`config.mk`:
```
export PLATFORM = sky130hd
export DESIGN_NAME = asbi_host_ctrl
export DESIGN_NICKNAME = d
export VERILOG_FILES = /design/src/asbi_pkg.sv /design/src/asbi_host_ctrl.sv
export VERILOG_INCLUDE_DIRS = /design/src
export SDC_FILE = /design/constraint.sdc
export NUM_CORES = 1
export LEC_CHECK = 0
export ABC_AREA = 1
export BUFFER_PORTS_ARGS = -buffer_cell sky130_fd_sc_hd__buf_2
export CORE_ASPECT_RATIO = 2
export CORE_MARGIN = 2
export CORE_UTILIZATION = 45
export DETAILED_ROUTE_END_ITERATION = 16
export PLACE_DENSITY = 0.7
export RECOVER_POWER = 25
export SLEW_MARGIN = 40
export SYNTH_ARGS = -nofsm -noshare
export SYNTH_HDL_FRONTEND = slang
export SYNTH_SLANG_ARGS = --single-unit
```
`constraint.sdc`:
```
create_clock -name core_clk -period 1.4 [get_ports core_clk]
set_clock_uncertainty 0.15 [all_clocks]
set_input_delay 0.14 -clock core_clk [delete_from_list [all_inputs] [get_ports core_clk]]
set_output_delay 0.14 -clock core_clk [all_outputs]
set_load 0.005 [all_outputs]
```
`src/asbi_map.svh`:
```
// Functional notes
// - host keeps a select or the strobe inactive while the address moves.
// - a write starts at the last of the select and strobe activating edges.
// - a write ends at the first select or strobe deactivating edge.
// - host avoids driving data while the device outputs are still on.
// - host holds write data set up before and held after the ending edge.
`ifndef ASBI_MAP_SVH
`define ASBI_MAP_SVH

// widths and lane bit positions
`define ASBI_ADDR_W 17
`define ASBI_DATA_W 16
`define ASBI_CNT_W 8
`define ASBI_LANE_HI 15
`define ASBI_LANE_HI_LO 8
`define ASBI_LANE_LO_HI 7
`define ASBI_LANE_LO 0

// clock rate in megahertz, timing figures in nanoseconds, synchroniser delay in cycles
`define ASBI_CLK_MHZ 10
`define ASBI_T_ACC_NS 120
`define ASBI_T_AS_NS 10
`define ASBI_T_WP_NS 100
`define ASBI_T_DH_NS 10
`define ASBI_SYNC_CYC 3

// least times rounded up to whole cycles, at least one
`define ASBI_CEIL_CYC(ns) \
  (((((ns) * `ASBI_CLK_MHZ) + 999) / 1000) < 1 ? 1 : \
   ((((ns) * `ASBI_CLK_MHZ) + 999) / 1000))
`define ASBI_ACC_CYC `ASBI_CEIL_CYC(`ASBI_T_ACC_NS)
`define ASBI_RD_CYC (`ASBI_ACC_CYC + `ASBI_SYNC_CYC)
`define ASBI_AS_CYC `ASBI_CEIL_CYC(`ASBI_T_AS_NS)
`define ASBI_WP_CYC `ASBI_CEIL_CYC(`ASBI_T_WP_NS)
`define ASBI_DH_CYC `ASBI_CEIL_CYC(`ASBI_T_DH_NS)

// reset and idle values, and the count of one that ends a wait
`define ASBI_ADDR_RST 17'h00000
`define ASBI_DATA_RST 16'h0000
`define ASBI_CNT_ONE 8'h01
`define ASBI_CNT_RST 8'h00

`endif

```
`src/asbi_pkg.sv`:
```
`include "asbi_map.svh"

package asbi_pkg;
  typedef logic [`ASBI_ADDR_W-1:0] asbi_addr_t;
  typedef logic [`ASBI_DATA_W-1:0] asbi_data_t;
  typedef logic [`ASBI_CNT_W-1:0] asbi_cnt_t;

  typedef enum logic [2:0] {
    ASBI_IDLE,
    ASBI_RD,
    ASBI_WR_SETUP,
    ASBI_WR_PULSE,
    ASBI_WR_HOLD
  } asbi_state_e;
endpackage

```
`src/asbi_host_ctrl.sv`:
```
`timescale 1ns/100ps
`include "asbi_map.svh"

module asbi_host_ctrl
  import asbi_pkg::*;
(
  // clock and reset
  input wire logic core_clk,
  input wire logic srst,
  // user request side
  input wire logic req,
  input wire logic req_write,
  input wire asbi_addr_t req_addr,
  input wire asbi_data_t req_wdata,
  input wire logic req_upper,
  input wire logic req_lower,
  output logic busy,
  output logic rd_valid,
  output asbi_data_t rd_data,
  // memory pins
  output asbi_addr_t mem_addr,
  output logic chip_select_active_low,
  output logic chip_select_active_high,
  output logic write_strobe_n,
  output logic output_drive_enable_n,
  output logic upper_lane_enable_n,
  output logic lower_lane_enable_n,
  // data pins, split three ways
  input wire asbi_data_t dq_in,
  output asbi_data_t dq_out,
  output logic dq_oe_n
);

  // sequencer state and its wait counter
  asbi_state_e state;
  asbi_state_e next_state;
  asbi_cnt_t cnt;
  asbi_cnt_t next_cnt;

  // data pins after the first and second flip-flop
  asbi_data_t dq_meta;
  asbi_data_t dq_sync;

  // next values of every registered output
  logic next_busy;
  logic next_rd_valid;
  asbi_data_t next_rd_data;
  asbi_addr_t next_mem_addr;
  logic next_cs_l;
  logic next_cs_h;
  logic next_ws_n;
  logic next_oe_n;
  logic next_ub_n;
  logic next_lb_n;
  asbi_data_t next_dq_out;
  logic next_dq_oe_n;

  // two-stage synchroniser on the data pins
  // only dq_sync is read by the sequencer, never dq_meta
  always_ff @(posedge core_clk) begin
    if (srst) begin
      dq_meta <= `ASBI_DATA_RST;
      dq_sync <= `ASBI_DATA_RST;
    end else begin
      dq_meta <= dq_in;
      dq_sync <= dq_meta;
    end
  end

  // next-state and pin values for the access sequencer
  always_comb begin
    // everything but rd_valid holds unless a state below moves it; rd_valid defaults low
    next_state = state;
    next_cnt = cnt;
    next_busy = busy;
    next_rd_valid = 1'b0;
    next_rd_data = rd_data;
    next_mem_addr = mem_addr;
    next_cs_l = chip_select_active_low;
    next_cs_h = chip_select_active_high;
    next_ws_n = write_strobe_n;
    next_oe_n = output_drive_enable_n;
    next_ub_n = upper_lane_enable_n;
    next_lb_n = lower_lane_enable_n;
    next_dq_out = dq_out;
    next_dq_oe_n = dq_oe_n;
    case (state)
      ASBI_IDLE: begin
        // requests are taken only here, so one made while busy is lost
        if (req) begin
          // address moves while the strobe is still high
          next_mem_addr = req_addr;
          next_cs_l = 1'b0;
          next_cs_h = 1'b1;
          next_ws_n = 1'b1;
          next_ub_n = ~req_upper;
          next_lb_n = ~req_lower;
          next_busy = 1'b1;
          if (req_write) begin
            // drive data only with the memory outputs kept off
            next_oe_n = 1'b1;
            next_dq_out = req_wdata;
            next_dq_oe_n = 1'b0;
            next_cnt = asbi_cnt_t'(`ASBI_AS_CYC);
            next_state = ASBI_WR_SETUP;
          end else begin
            // read: strobe high, drive enable low, selects on
            next_oe_n = 1'b0;
            next_dq_oe_n = 1'b1;
            // all controls change with the address, so the wait is timed
            // from the access time plus the synchroniser latency
            next_cnt = asbi_cnt_t'(`ASBI_RD_CYC);
            next_state = ASBI_RD;
          end
        end
      end
      ASBI_RD: begin
        if (cnt == `ASBI_CNT_ONE) begin
          // sample only after the access time has passed
          next_rd_data = dq_sync;
          next_rd_valid = 1'b1;
          next_busy = 1'b0;
          // release the selects: standby until the next request
          next_cs_l = 1'b1;
          next_cs_h = 1'b0;
          next_oe_n = 1'b1;
          next_ub_n = 1'b1;
          next_lb_n = 1'b1;
          next_state = ASBI_IDLE;
        end else begin
          // access time not yet covered: keep counting
          next_cnt = cnt - `ASBI_CNT_ONE;
        end
      end
      ASBI_WR_SETUP: begin
        if (cnt == `ASBI_CNT_ONE) begin
          // strobe fall is the last activating edge: write begins
          next_ws_n = 1'b0;
          next_cnt = asbi_cnt_t'(`ASBI_WP_CYC);
          next_state = ASBI_WR_PULSE;
        end else begin
          // address setup still running
          next_cnt = cnt - `ASBI_CNT_ONE;
        end
      end
      ASBI_WR_PULSE: begin
        if (cnt == `ASBI_CNT_ONE) begin
          // strobe rise is the first terminating edge: write ends
          next_ws_n = 1'b1;
          next_cnt = asbi_cnt_t'(`ASBI_DH_CYC);
          next_state = ASBI_WR_HOLD;
        end else begin
          // strobe stays low for the whole pulse
          next_cnt = cnt - `ASBI_CNT_ONE;
        end
      end
      ASBI_WR_HOLD: begin
        // data stays driven through the hold time after the strobe rise
        if (cnt == `ASBI_CNT_ONE) begin
          next_dq_oe_n = 1'b1;
          next_cs_l = 1'b1;
          next_cs_h = 1'b0;
          next_ub_n = 1'b1;
          next_lb_n = 1'b1;
          next_busy = 1'b0;
          next_state = ASBI_IDLE;
        end else begin
          // data still held after the strobe rise
          next_cnt = cnt - `ASBI_CNT_ONE;
        end
      end
      default: begin
        // an illegal state code falls back to idle
        next_state = ASBI_IDLE;
      end
    endcase
  end

  // registers of the sequencer and all pin outputs
  // every pin comes straight from one of these flip-flops
  always_ff @(posedge core_clk) begin
    if (srst) begin
      // sequencer to idle
      state <= ASBI_IDLE;
      cnt <= `ASBI_CNT_RST;
      // user side quiet
      busy <= 1'b0;
      rd_valid <= 1'b0;
      rd_data <= `ASBI_DATA_RST;
      // memory in standby with all strobes off
      mem_addr <= `ASBI_ADDR_RST;
      chip_select_active_low <= 1'b1;
      chip_select_active_high <= 1'b0;
      write_strobe_n <= 1'b1;
      output_drive_enable_n <= 1'b1;
      upper_lane_enable_n <= 1'b1;
      lower_lane_enable_n <= 1'b1;
      // data pins left to the memory
      dq_out <= `ASBI_DATA_RST;
      dq_oe_n <= 1'b1;
    end else begin
      // sequencer
      state <= next_state;
      cnt <= next_cnt;
      // user side
      busy <= next_busy;
      rd_valid <= next_rd_valid;
      rd_data <= next_rd_data;
      // memory pins
      mem_addr <= next_mem_addr;
      chip_select_active_low <= next_cs_l;
      chip_select_active_high <= next_cs_h;
      write_strobe_n <= next_ws_n;
      output_drive_enable_n <= next_oe_n;
      upper_lane_enable_n <= next_ub_n;
      lower_lane_enable_n <= next_lb_n;
      // data pins
      dq_out <= next_dq_out;
      dq_oe_n <= next_dq_oe_n;
    end
  end

endmodule // asbi_host_ctrl

```
=== After elaboration in Yosys (flattened, before gate mapping) ===
Index checks and enable logic that the tools add are counted.

* Reduce and logical (&&, ||, !) cells: 18
* Equality and inequality tests: 12
* Bitwise operators: 3
* Multiplexer cells: 29
* $add $sub $neg: 1

{| class="wikitable"
|+ Operators with widths
! kind !! count
|-
| $mux W8 || 3
|-
| $pmux W8 S3 || 1
|-
| $mux W3 || 5
|-
| $reduce_and A3 Y1 || 5
|-
| $ne A2 B2 Y1 const B || 6
|-
| $pmux W1 S2 || 6
|-
| $pmux W3 S4 || 1
|-
| $mux W1 || 11
|-
| $eq A8 B1 Y1 const B || 1
|-
| $reduce_and A4 Y1 || 2
|-
| $sub A8 B1 Y8 const B || 1
|-
| $eq A3 B2 Y1 const B || 2
|-
| $reduce_bool A2 Y1 || 3
|-
| $reduce_bool A3 Y1 || 2
|-
| $reduce_or A2 Y1 || 3
|-
| $reduce_and A2 Y1 || 2
|-
| $eq A3 B1 Y1 const B || 1
|-
| $eq A3 B3 Y1 const B || 1
|-
| $logic_not A3 Y1 || 1
|-
| $not A1 Y1 || 3
|-
| $pmux W1 S3 || 1
|-
| $mux W2 || 1
|-
| $ne A2 B1 Y1 const B || 1
|}

* Input bits: 55
* Bits in registers: 100
* Output and inout bits: 58
* Logic and storage cells: 78

=== Longest topological paths before layout ===
Gate-level depths: netlist of run 1.

* Word-level depth: 4
* Gate-level depth with buffers: 11
* Depth with buffers taken out: 11

=== Least setup slack after synthesis of run 1 ===
OpenSTA, ideal clock, no wires.

* Path kind: flip-flop to flip-flop
* Start: reg cnt[1]
* End: reg rd_data[10]
* Path buffers: 1
* Library setup time: 0.116 ns
* Data required time: 1.134 ns
* Stages on the path, launching flop included: 11
* Path slack: -0.090 ns
* Period minus slack after synthesis: 1.490 ns
* Arrival time: 1.224 ns
* Cells stage by stage: dfxtp_1 -> inv_1 -> ha_1 -> nand2_1 -> inv_1 -> nand2_4 -> nor2_4 -> inv_2 -> buf_6 -> nor2_1 -> nor2_1

* Cells in the longest elaborated chain, start to end: 2

{| class="wikitable"
|+ Ends and longest elaborated chain
! element !! RTL line !! source
|-
| start, declared || asbi_host_ctrl.sv:37 || <nowiki>asbi_cnt_t cnt;</nowiki>
|-
| start signal, assigned || asbi_host_ctrl.sv:185 || <nowiki>cnt <= `ASBI_CNT_RST;</nowiki>
|-
| start signal, assigned || asbi_host_ctrl.sv:204 || <nowiki>cnt <= next_cnt;</nowiki>
|-
| $eq A8 B1 Y1 (no source line) || n/a ||
|-
| $reduce_and A2 Y1 (no source line) || n/a ||
|-
| end signal, assigned || asbi_host_ctrl.sv:189 || <nowiki>rd_data <= `ASBI_DATA_RST;</nowiki>
|-
| end signal, assigned || asbi_host_ctrl.sv:208 || <nowiki>rd_data <= next_rd_data;</nowiki>
|-
| end, declared || asbi_host_ctrl.sv:19 || <nowiki>output asbi_data_t rd_data,</nowiki>
|}

No other way between the ends.
A chain may end at the register's enable or synchronous reset.

=== Worst setup path after layout of run 1 ===
* Start: reg cnt[1]
* End: reg output_drive_enable_n

* Cells in the longest elaborated chain, start to end: 3

{| class="wikitable"
|+ Ends and longest elaborated chain
! element !! RTL line !! source
|-
| $eq A8 B1 Y1 (no source line) || n/a ||
|-
| $ne A2 B2 Y1 (no source line) || n/a ||
|-
| $reduce_and A3 Y1 (no source line) || n/a ||
|-
| end signal, assigned || asbi_host_ctrl.sv:214 || <nowiki>output_drive_enable_n <= next_oe_n;</nowiki>
|-
| end, declared || asbi_host_ctrl.sv:25 || <nowiki>output logic output_drive_enable_n,</nowiki>
|}

No other way between the ends.

==> results of run 1 <==
[state kept, by name, indices dropped and copies added (netlist names)]
| signal | flops |
|---|---|
| chip_select_active_high | 1 |
| chip_select_active_low | 1 |
| cnt | 8 |
| dq_meta | 16 |
| dq_oe_n | 1 |
| dq_out | 16 |
| dq_sync | 16 |
| lower_lane_enable_n | 1 |
| mem_addr | 17 |
| output_drive_enable_n | 1 |
| rd_data | 16 |
| rd_valid | 1 |
| state | 3 |
| upper_lane_enable_n | 1 |
| write_strobe_n | 1 |
[worst max-delay path by stage]
| stage | to | from |
|---|---|---|
| 4_1_cts | cnt[1] | cnt[1] |
| 6_report | output_drive_enable_n | cnt[1] |
| 3_5_place_dp | cnt[1] | state[2] |
| 2_1_floorplan | rd_data[10] | cnt[1] |
| 5_1_grt | rd_data[13] | cnt[1] |
| 3_3_place_gp | cnt[4] | cnt[1] |
[what timing repair did]
action / CTS / global route
endpoints found under the setup margin: 58 / 68
hold buffers: 51 / 0
setup buffers: 5 / 7
cloned: 0 / 6
pin swaps: 8 / 18
endpoints found under the hold margin: 51 / 0
gates resized for setup: 40 / 41
[metrics by stage]
| stage | setup TNS, ns | power, mW | area (sq um) | instances | hold slack (ns) |
|---|---|---|---|---|---|
| floorplan | -0.454 | 6.17 | 3800 | 476 | 0.0970 |
| global placement | -1.14 | 7.58 | 4660 | 700 | 0.188 |
| detailed placement | -2.17 | 7.72 | 4660 | 700 | 0.198 |
| CTS | -1.76 | 10.8 | 5630 | 772 | 0.0213 |
| global route | -9.86 | 12.3 | 5890 | 785 | 0.0368 |
| finish | -5.30 | 11.6 | 5890 | 786 | 0.0374 |
[critical path: stages (launching register included)]
cell and delay [ns]:
dfxtp_2 0.33, inv_2 0.04, ha_4 0.14, nand2_2 0.06, inv_2 0.04, nand2_4 0.11
nor2_4 0.09, buf_4 0.13, buf_4 0.12, o22ai_1 0.11, nand3_1 0.10
[cells by family after synthesis]
kind of cell | share of synthesized area, %
adders and majority gates | 0.666
xor gates and xnor gates | 0.233
DFF | 53.3
buffers and inverters | 9.02
and+or+nand+nor | 27.0
AOI/OAI and AO/OA | 9.82
[power breakdown]
group	switching, mW	internal [mW]
clock network	1.05	1.58
logic	2.82	2.42
registers	0.363	3.41
total	4.23	7.40
[synthesized netlist by cell type]
library cell / count / area [sq um]
o22ai_1: 2 / 12.5
inv_2: 5 / 18.8
xor2_1: 1 / 8.76
buf_6: 1 / 11.3
nand3_4: 1 / 17.5
clkbuf_1: 8 / 30.0
nor2_4: 4 / 45.0
nand2_2: 4 / 25.0
inv_1: 50 / 188
nand2_4: 4 / 45.0
buf_4: 5 / 37.5
buf_2: 5 / 25.0
dfxtp_1: 100 / 2000
nor3_1: 2 / 10.0
nand2_1: 52 / 195
nand3_1: 29 / 145
o21ai_1: 2 / 10.0
nand4_1: 7 / 43.8
o211ai_1: 1 / 7.51
a21oi_2: 2 / 17.5
bufinv_8: 1 / 17.5
nor2_2: 1 / 6.26
o21ai_0: 38 / 190
a21oi_1: 23 / 115
nor2_8: 1 / 20.0
nand3_2: 1 / 10.0
ha_1: 2 / 25.0
nor2_1: 120 / 450
buf_1: 3 / 11.3
a21oi_4: 1 / 16.3
[layout make-up]
cell class	instances	share of cell area (%)
diodes	1	0.0425
clock buffers	11	3.95
clock inverters	5	1.40
inverters	56	3.99
multi-input cells	298	27.2
flip-flops and latches	100	34.2
well taps	98	2.08
repair buffers	215	26.8
repair inverters	2	0.297
[layer usage]
| layer | track usage (%) | vias to the layer above |
|---|---|---|
| li1 | - | 1906 |
| met1 | 21.6 | 1764 |
| met2 | 41.7 | 125 |
| met3 | 4.81 | 42 |
| met4 | 16.9 | 0 |
| met5 | 0 | - |
==> impl_metrics.tcl, run 1 <==
set metrics [dict create \
    synth_area_sq_um 3760 \
    area_growth_pct 56.7 \
    critical_path_arrival_ns 1.62 \
    via_per_inst 4.88 \
    rsz0062_at_grt "yes" \
    antenna_found_initial 0 \
    crit_fanout 6 \
    dp_hpwl_um 6880 \
    setup_viol 66 \
    finalMaxSlewViolations 0 \
    cts.path.max_buffers 2 \
    hold_violations 0 \
    vias 3837 \
    hp-class "in2reg" \
    final_nets 739 \
    io_pins 113 \
    status "finished, violations left" \
    r2r_end "output_drive_enable_n" \
    end_kind "register" \
    final_common_cell "nor2_1" \
    startpoint_type "register" \
    syn_avg_cell_area_sq_um 7.89 \
    ir_drop_v 0.00104 \
    cts_root_buf "clkbuf_16" \
    worst_pin_slew_ns 0.311 \
    leakagePower_nw 2.89 \
    htreeDepth 3 \
    grt_pass1_vias 3797 \
    drc 0 \
    synth_nets 533 \
    layout-drive-gt1-share_pct 36.7 \
    critPathRequiredTime_ns 1.46 \
    clkSlewWorstSetupHoldPaths_ns 0.07 \
    met3_length_um 401 \
    grt_pass1_wl_um 16100 \
    seq_area_sq_um 2020 \
    clk_latency_ns 0.34 \
    reg2reg_slack_ns -0.15 \
    fillers 608 \
    utilization_pct 72.0 \
    grt_max_degree 38 \
    maxCapViolations 0 \
    synth_cell_type_count 30 \
    ant_nets 0 \
    path_class "reg2reg" \
    worst-r2r-cell-count 10 \
    wl_per_cell_um 14.0 \
    violations "negative setup slack" \
    syn_inst 476 \
    multi_input_area_sq_um 1600 \
    cts.sinks 100 \
    highest_layer "met4" \
    clock.fmax_mhz 643 \
    worstReg2RegStart "cnt[1]" \
    fin_crit_ns 1.55 \
    yosys_warnings 0 \
    coreArea_sq_um 8170 \
    rows 47 \
    numCtsBuffers 9 \
    dieWidth_um 68.6 \
    synth-seq-area-share_pct 53.3 \
    grt_use_total_pct 23.3 \
    mostFrequentLayoutCells "nor2_1 (114), buf_2 (112), dfxtp_1 (92)" \
    drt-pass1-iter-count 4 \
    dieArea_sq_um 9140 \
    power.density_nw_per_um2 1980 \
    gp_routability_congestion 0.838 \
    dp_slack_ns -0.110 \
    grt.overflow.total 0 \
    worst_slack_ns -0.155 \
    hold_path_end "dq_out[12]" \
    wl_met1_um 3770 \
    port_buffers 112 \
    wl_met2_um 6220 \
    initial_core_util_pct 46.0 \
    worstHoldStart "req_write" \
    whs_path_depth 3 \
    relSlewSlack_pct 79.2 \
    drt_iter0_drc 161 \
    fin_crit_sh_pct 111 \
    die_h_um 133 \
    synth-seq-cells 100 \
    routed_wl_um 11000 \
    cts_tree "built" \
]
(Power assumes the default switching activity.)
==> run 2: changes to the inputs <==
Settings changed: CORE_MARGIN 2 to default.
==> impl_metrics.tcl, run 2 (synthesis results as in run 1) <==
set metrics [dict create \
    end_kind "register" \
    final_common_cell "buf_2" \
    relSlewSlack_pct 51.4 \
    ant_nets 0 \
    setup_viol 68 \
    met3_length_um 1320 \
    layout-drive-gt1-share_pct 46.5 \
    status "finished, violations left" \
    critical_path_arrival_ns 1.88 \
    htreeDepth 3 \
    port_buffers 112 \
    hold_violations 0 \
    wl_met1_um 4940 \
    cts_tree "built" \
    utilization_pct 79.8 \
    initial_core_util_pct 47.0 \
    p_total_mw 13.2 \
    rsz0062_at_grt "yes" \
    finalMaxSlewViolations 0 \
    cts.sinks 100 \
    power.density_nw_per_um2 2070 \
    critPathRequiredTime_ns 1.49 \
    fin_crit_sh_pct 128 \
    grt.overflow.total 0 \
    cts_root_buf "clkbuf_16" \
    grt_pass1_vias 3951 \
    rows 46 \
    final_nets 747 \
    startpoint_type "register" \
    grt_max_degree 36 \
    worst_pin_slew_ns 0.729 \
    antenna_found_initial 2 \
    finalNonFillerCells 793 \
    top_register "mem_addr" \
    path_class "reg2reg" \
    crit_fanout 8 \
    area_growth_pct 69.9 \
    highest_layer "met4" \
    drc 0 \
    violations "negative setup slack" \
    fin_crit_ns 1.80 \
    clk_latency_ns 0.36 \
    tns_ns -12.21 \
    mostFrequentLayoutCells "buf_2 (112), nor2_1 (101), dfxtp_1 (92)" \
    leakagePower_nw 3.00 \
    grt_use_total_pct 26.6 \
    maxCapViolations 0 \
    die_h_um 131 \
    placed_area_sq_um 4630 \
    ir_drop_v 0.00131 \
    coreArea_sq_um 8000 \
    fin_area_sq_um 6380 \
    routed_wl_um 15500 \
    cts.path.max_buffers 2 \
    drt-pass1-iter-count 5 \
    fillers 434 \
    dp_hpwl_um 6640 \
    gp_routability_congestion 0.886 \
    wl_met2_um 7850 \
    via_per_inst 5.55 \
    clkSlewWorstSetupHoldPaths_ns 0.08 \
    drt_iter0_drc 353 \
    wl_per_cell_um 19.6 \
    io_pins 113 \
    largest_reg_flops 17 \
    dieWidth_um 66.6 \
    worst_slack_ns -0.396 \
    grt_pass1_wl_um 17600 \
    hp-class "in2reg" \
    dp_cells 696 \
    dieArea_sq_um 8740 \
    clock.fmax_mhz 557 \
    numCtsBuffers 9 \
    vias 4404 \
]
-- run 2: cell types whose count changed in the layout (fill, tap and decap cells not counted), moves of 4 or more --
cell,previous run,this run
a21oi_1,17,6
nor2_4,5,10
nand2_2,9,17
nand3_1,26,14
buf_8,0,4
o21ai_2,5,12
nand3_4,2,6
nand2_4,5,14
a21oi_2,7,17
nor2_2,6,14
o21ai_1,15,10
nor2_1,114,101
nand3_2,3,11
nand2_1,43,24
-- run 2: area by class of cell --
cell class	count	area (sq um)	share of cell area [%]
clock inverters	6	78.8	1.23
inverters	56	238	3.72
repair inverters	2	20.0	0.314
well taps	96	120	1.88
clock buffers	10	239	3.74
multi-input cells	299	1990	31.1
flip-flops and latches	100	2020	31.6
diodes	2	5.00	0.0784
repair buffers	222	1680	26.3
-- run 2: metrics by stage --
stage,hold slack [ns],worst slack [ns]
after floorplan,0.0970,-0.0546
final,0.121,-0.396
after CTS,0.0661,-0.0871
after global routing,0.134,-0.418
after global placement,0.188,-0.131
after detailed placement,0.195,-0.138
-- run 2: layer usage --
metal / vias to the layer above / track usage, %
met5: - / 0
met4: 0 / 20.1
met3: 119 / 5.90
met2: 303 / 45.5
met1: 2048 / 26.4
li1: 1934 / -
-- run 2: final timing paths --
check	from	to	slack [ns]	depth (start not counted)
worst max-delay path	state[0]	mem_addr[7]	-0.40	7
worst min register to register	dq_meta[4]	dq_sync[4]	0.25	2
worst max register to register	state[0]	mem_addr[7]	-0.40	7
worst min-delay path	srst	dq_out[0]	0.12	3
-- run 2: what timing repair did --
item                                   4_1_cts  5_1_grt
endpoints found under the hold margin       54        0
gates cloned                                 1        9
hold buffers                                52        0
pin swaps                                   16       53
buffers inserted                             6       11
resized for setup                           50      132
setup endpoints to repair                   54       68
-- run 2: worst max-delay path, cell delays in order, from the launching register on --
cell	delay, ns
dfxtp_4	0.37
nor2_4	0.17
nand2_8	0.09
nor2_8	0.17
buf_12	0.17
buf_8	0.14
o21ai_1	0.07
nor2_1	0.34
-- run 2: power breakdown --
group          internal, mW  switching [mW]
Clock                  1.48            1.21
Combinational          2.86            3.78
Sequential             3.42           0.482
Total                  7.75            5.48
==> run 3: changes to the inputs <==
Settings changed: CELL_PAD_IN_SITES_DETAIL_PLACEMENT from default to 0, CELL_PAD_IN_SITES_GLOBAL_PLACEMENT from default to 1, CORE_UTILIZATION 45 to 33, PLACE_DENSITY 0.7 to 0.71.
==> impl_metrics.tcl, run 3 (synthesis results as in run 1) <==
set metrics [dict create \
    dieArea_sq_um 11800 \
    largest_reg_flops 17 \
    setup_viol 61 \
    tns_ns -2.60 \
    maxCapViolations 0 \
    drt_iter0_drc 112 \
    antenna_found_initial 0 \
    initial_core_util_pct 34.1 \
    cts_tree "built" \
    io_pins 113 \
    ir_drop_v 0.00109 \
    clock.fmax_mhz 663 \
    grt_max_degree 36 \
    final_common_cell "buf_2" \
    cp_num_buf_inv 2 \
    crit_family "compound AO/OA/AOI/OAI gates" \
    top_register "mem_addr" \
    cts_root_buf "clkbuf_16" \
    violations "negative setup slack" \
    leakagePower_nw 2.92 \
    fin_crit_ns 1.51 \
    hold_violations 0 \
    gp_routability_congestion 0.848 \
    worstPathCellList "inv_2 > ha_4 > nand2_4 > inv_4 > nand2_8 > a21oi_4 > nand3_1 > a21oi_2" \
    fin_crit_sh_pct 108 \
    clkSlewWorstSetupHoldPaths_ns 0.07 \
    path_class "reg2reg" \
    rows 54 \
    drc 0 \
    clk_latency_ns 0.35 \
    dp_hpwl_um 7160 \
    critPathMaxStageDelay_ns 0.33 \
    numCtsBuffers 9 \
    mostFrequentLayoutCells "buf_2 (112), nor2_1 (107), dfxtp_1 (92)" \
    worst_pin_slew_ns 0.532 \
    power.density_nw_per_um2 1920 \
    wl_per_cell_um 13.3 \
    relSlewSlack_pct 64.5 \
    area_growth_pct 65.0 \
    status "finished, violations left" \
    p_total_mw 11.9 \
    cp_slowest_cell "dfxtp_2" \
    critPathRequiredTime_ns 1.52 \
    ant_nets 0 \
    hp-class "in2reg" \
    drt-pass1-iter-count 4 \
    startpoint_type "register" \
    coreArea_sq_um 11000 \
    antenna_cells 0 \
    end_kind "register" \
    via_per_inst 4.57 \
    reg2reg_slack_ns -0.11 \
    cts.path.max_buffers 2 \
    worst_slack_ns -0.109 \
    dieWidth_um 77.5 \
    die_h_um 153 \
    grt_use_total_pct 18.1 \
    final_nets 740 \
    rsz0062_at_grt "yes" \
    crit_fanout 6 \
    vias 3787 \
    layout-drive-gt1-share_pct 44.3 \
    htreeDepth 3 \
    critical_path_arrival_ns 1.63 \
    grt_pass1_vias 3738 \
    grt_pass1_wl_um 16600 \
    port_buffers 112 \
    grt.overflow.total 0 \
    routed_wl_um 11000 \
    cts.sinks 100 \
    finalMaxSlewViolations 0 \
]
[run 3: changes by cell type in the layout (fill, tap and decap cells not counted), moves of 3 or more]
cell / before / now
nor2_2: 14 / 10
nand2_1: 24 / 33
inv_8: 4 / 1
nand2_8: 6 / 3
o21ai_2: 12 / 18
o21ai_0: 17 / 11
nor2_1: 101 / 107
inv_6: 3 / 0
nand2_4: 14 / 8
[run 3: final cells by class]
class | instances | area [sq um]
clock inverter | 5 | 62.6
tap | 140 | 175
clock buffer | 11 | 233
sequential | 100 | 2020
fill | 1002 | 4810
timing repair buffer | 217 | 1610
multi-input combinational | 299 | 1860
inverter | 56 | 239
[run 3: metrics by stage]
stage          utilization, %  cells  worst slack [ns]  cell area (sq um)  hold WS, ns
5_1_grt                  56.3    828            -0.198               6200       0.0613
4_1_cts                  51.4    818           -0.0905               5660       0.0211
2_1_floorplan               -    476           -0.0546               3800       0.0970
3_3_place_gp             42.9    744            -0.159               4720        0.192
3_5_place_dp             42.9    744            -0.167               4720        0.198
6_report                 56.3    828            -0.109               6200       0.0270
[run 3: what timing repair did]
action,4_1_cts,5_1_grt
pin swaps,8,47
endpoints found under the setup margin,67,68
cloned,0,4
resized for setup,36,124
hold buffers,51,0
endpoints found under the hold margin,51,0
buffers inserted,7,6
[run 3: power by group]
group	internal (mW)	switching (mW)	total [mW]
Combinational	2.64	2.95	5.59
Clock	1.39	1.09	2.48
Sequential	3.42	0.421	3.85
Total	7.46	4.46	11.9
[run 3: metal layers]
layer	up-vias	GRT usage (%)	routed length [um]
met5	-	0	0
met4	0	11.1	475
met3	34	3.82	398
met2	109	34.0	6060
met1	1741	17.4	4080
li1	1903	-	-
[run 3: final timing paths]
check | from | to | depth (start not counted)
worst max-delay path | cnt[1] | state[2] | 8
worst min-delay path | srst | cnt[6] | 4
worst max register to register | cnt[1] | state[2] | 8
worst min register to register | dq_meta[13] | dq_sync[13] | 2
[run 3: worst min-delay path: stages]
cell	delay [ns]
buf_2	0.11
inv_1	0.10
nand2_4	0.09
nor2_1	0.04
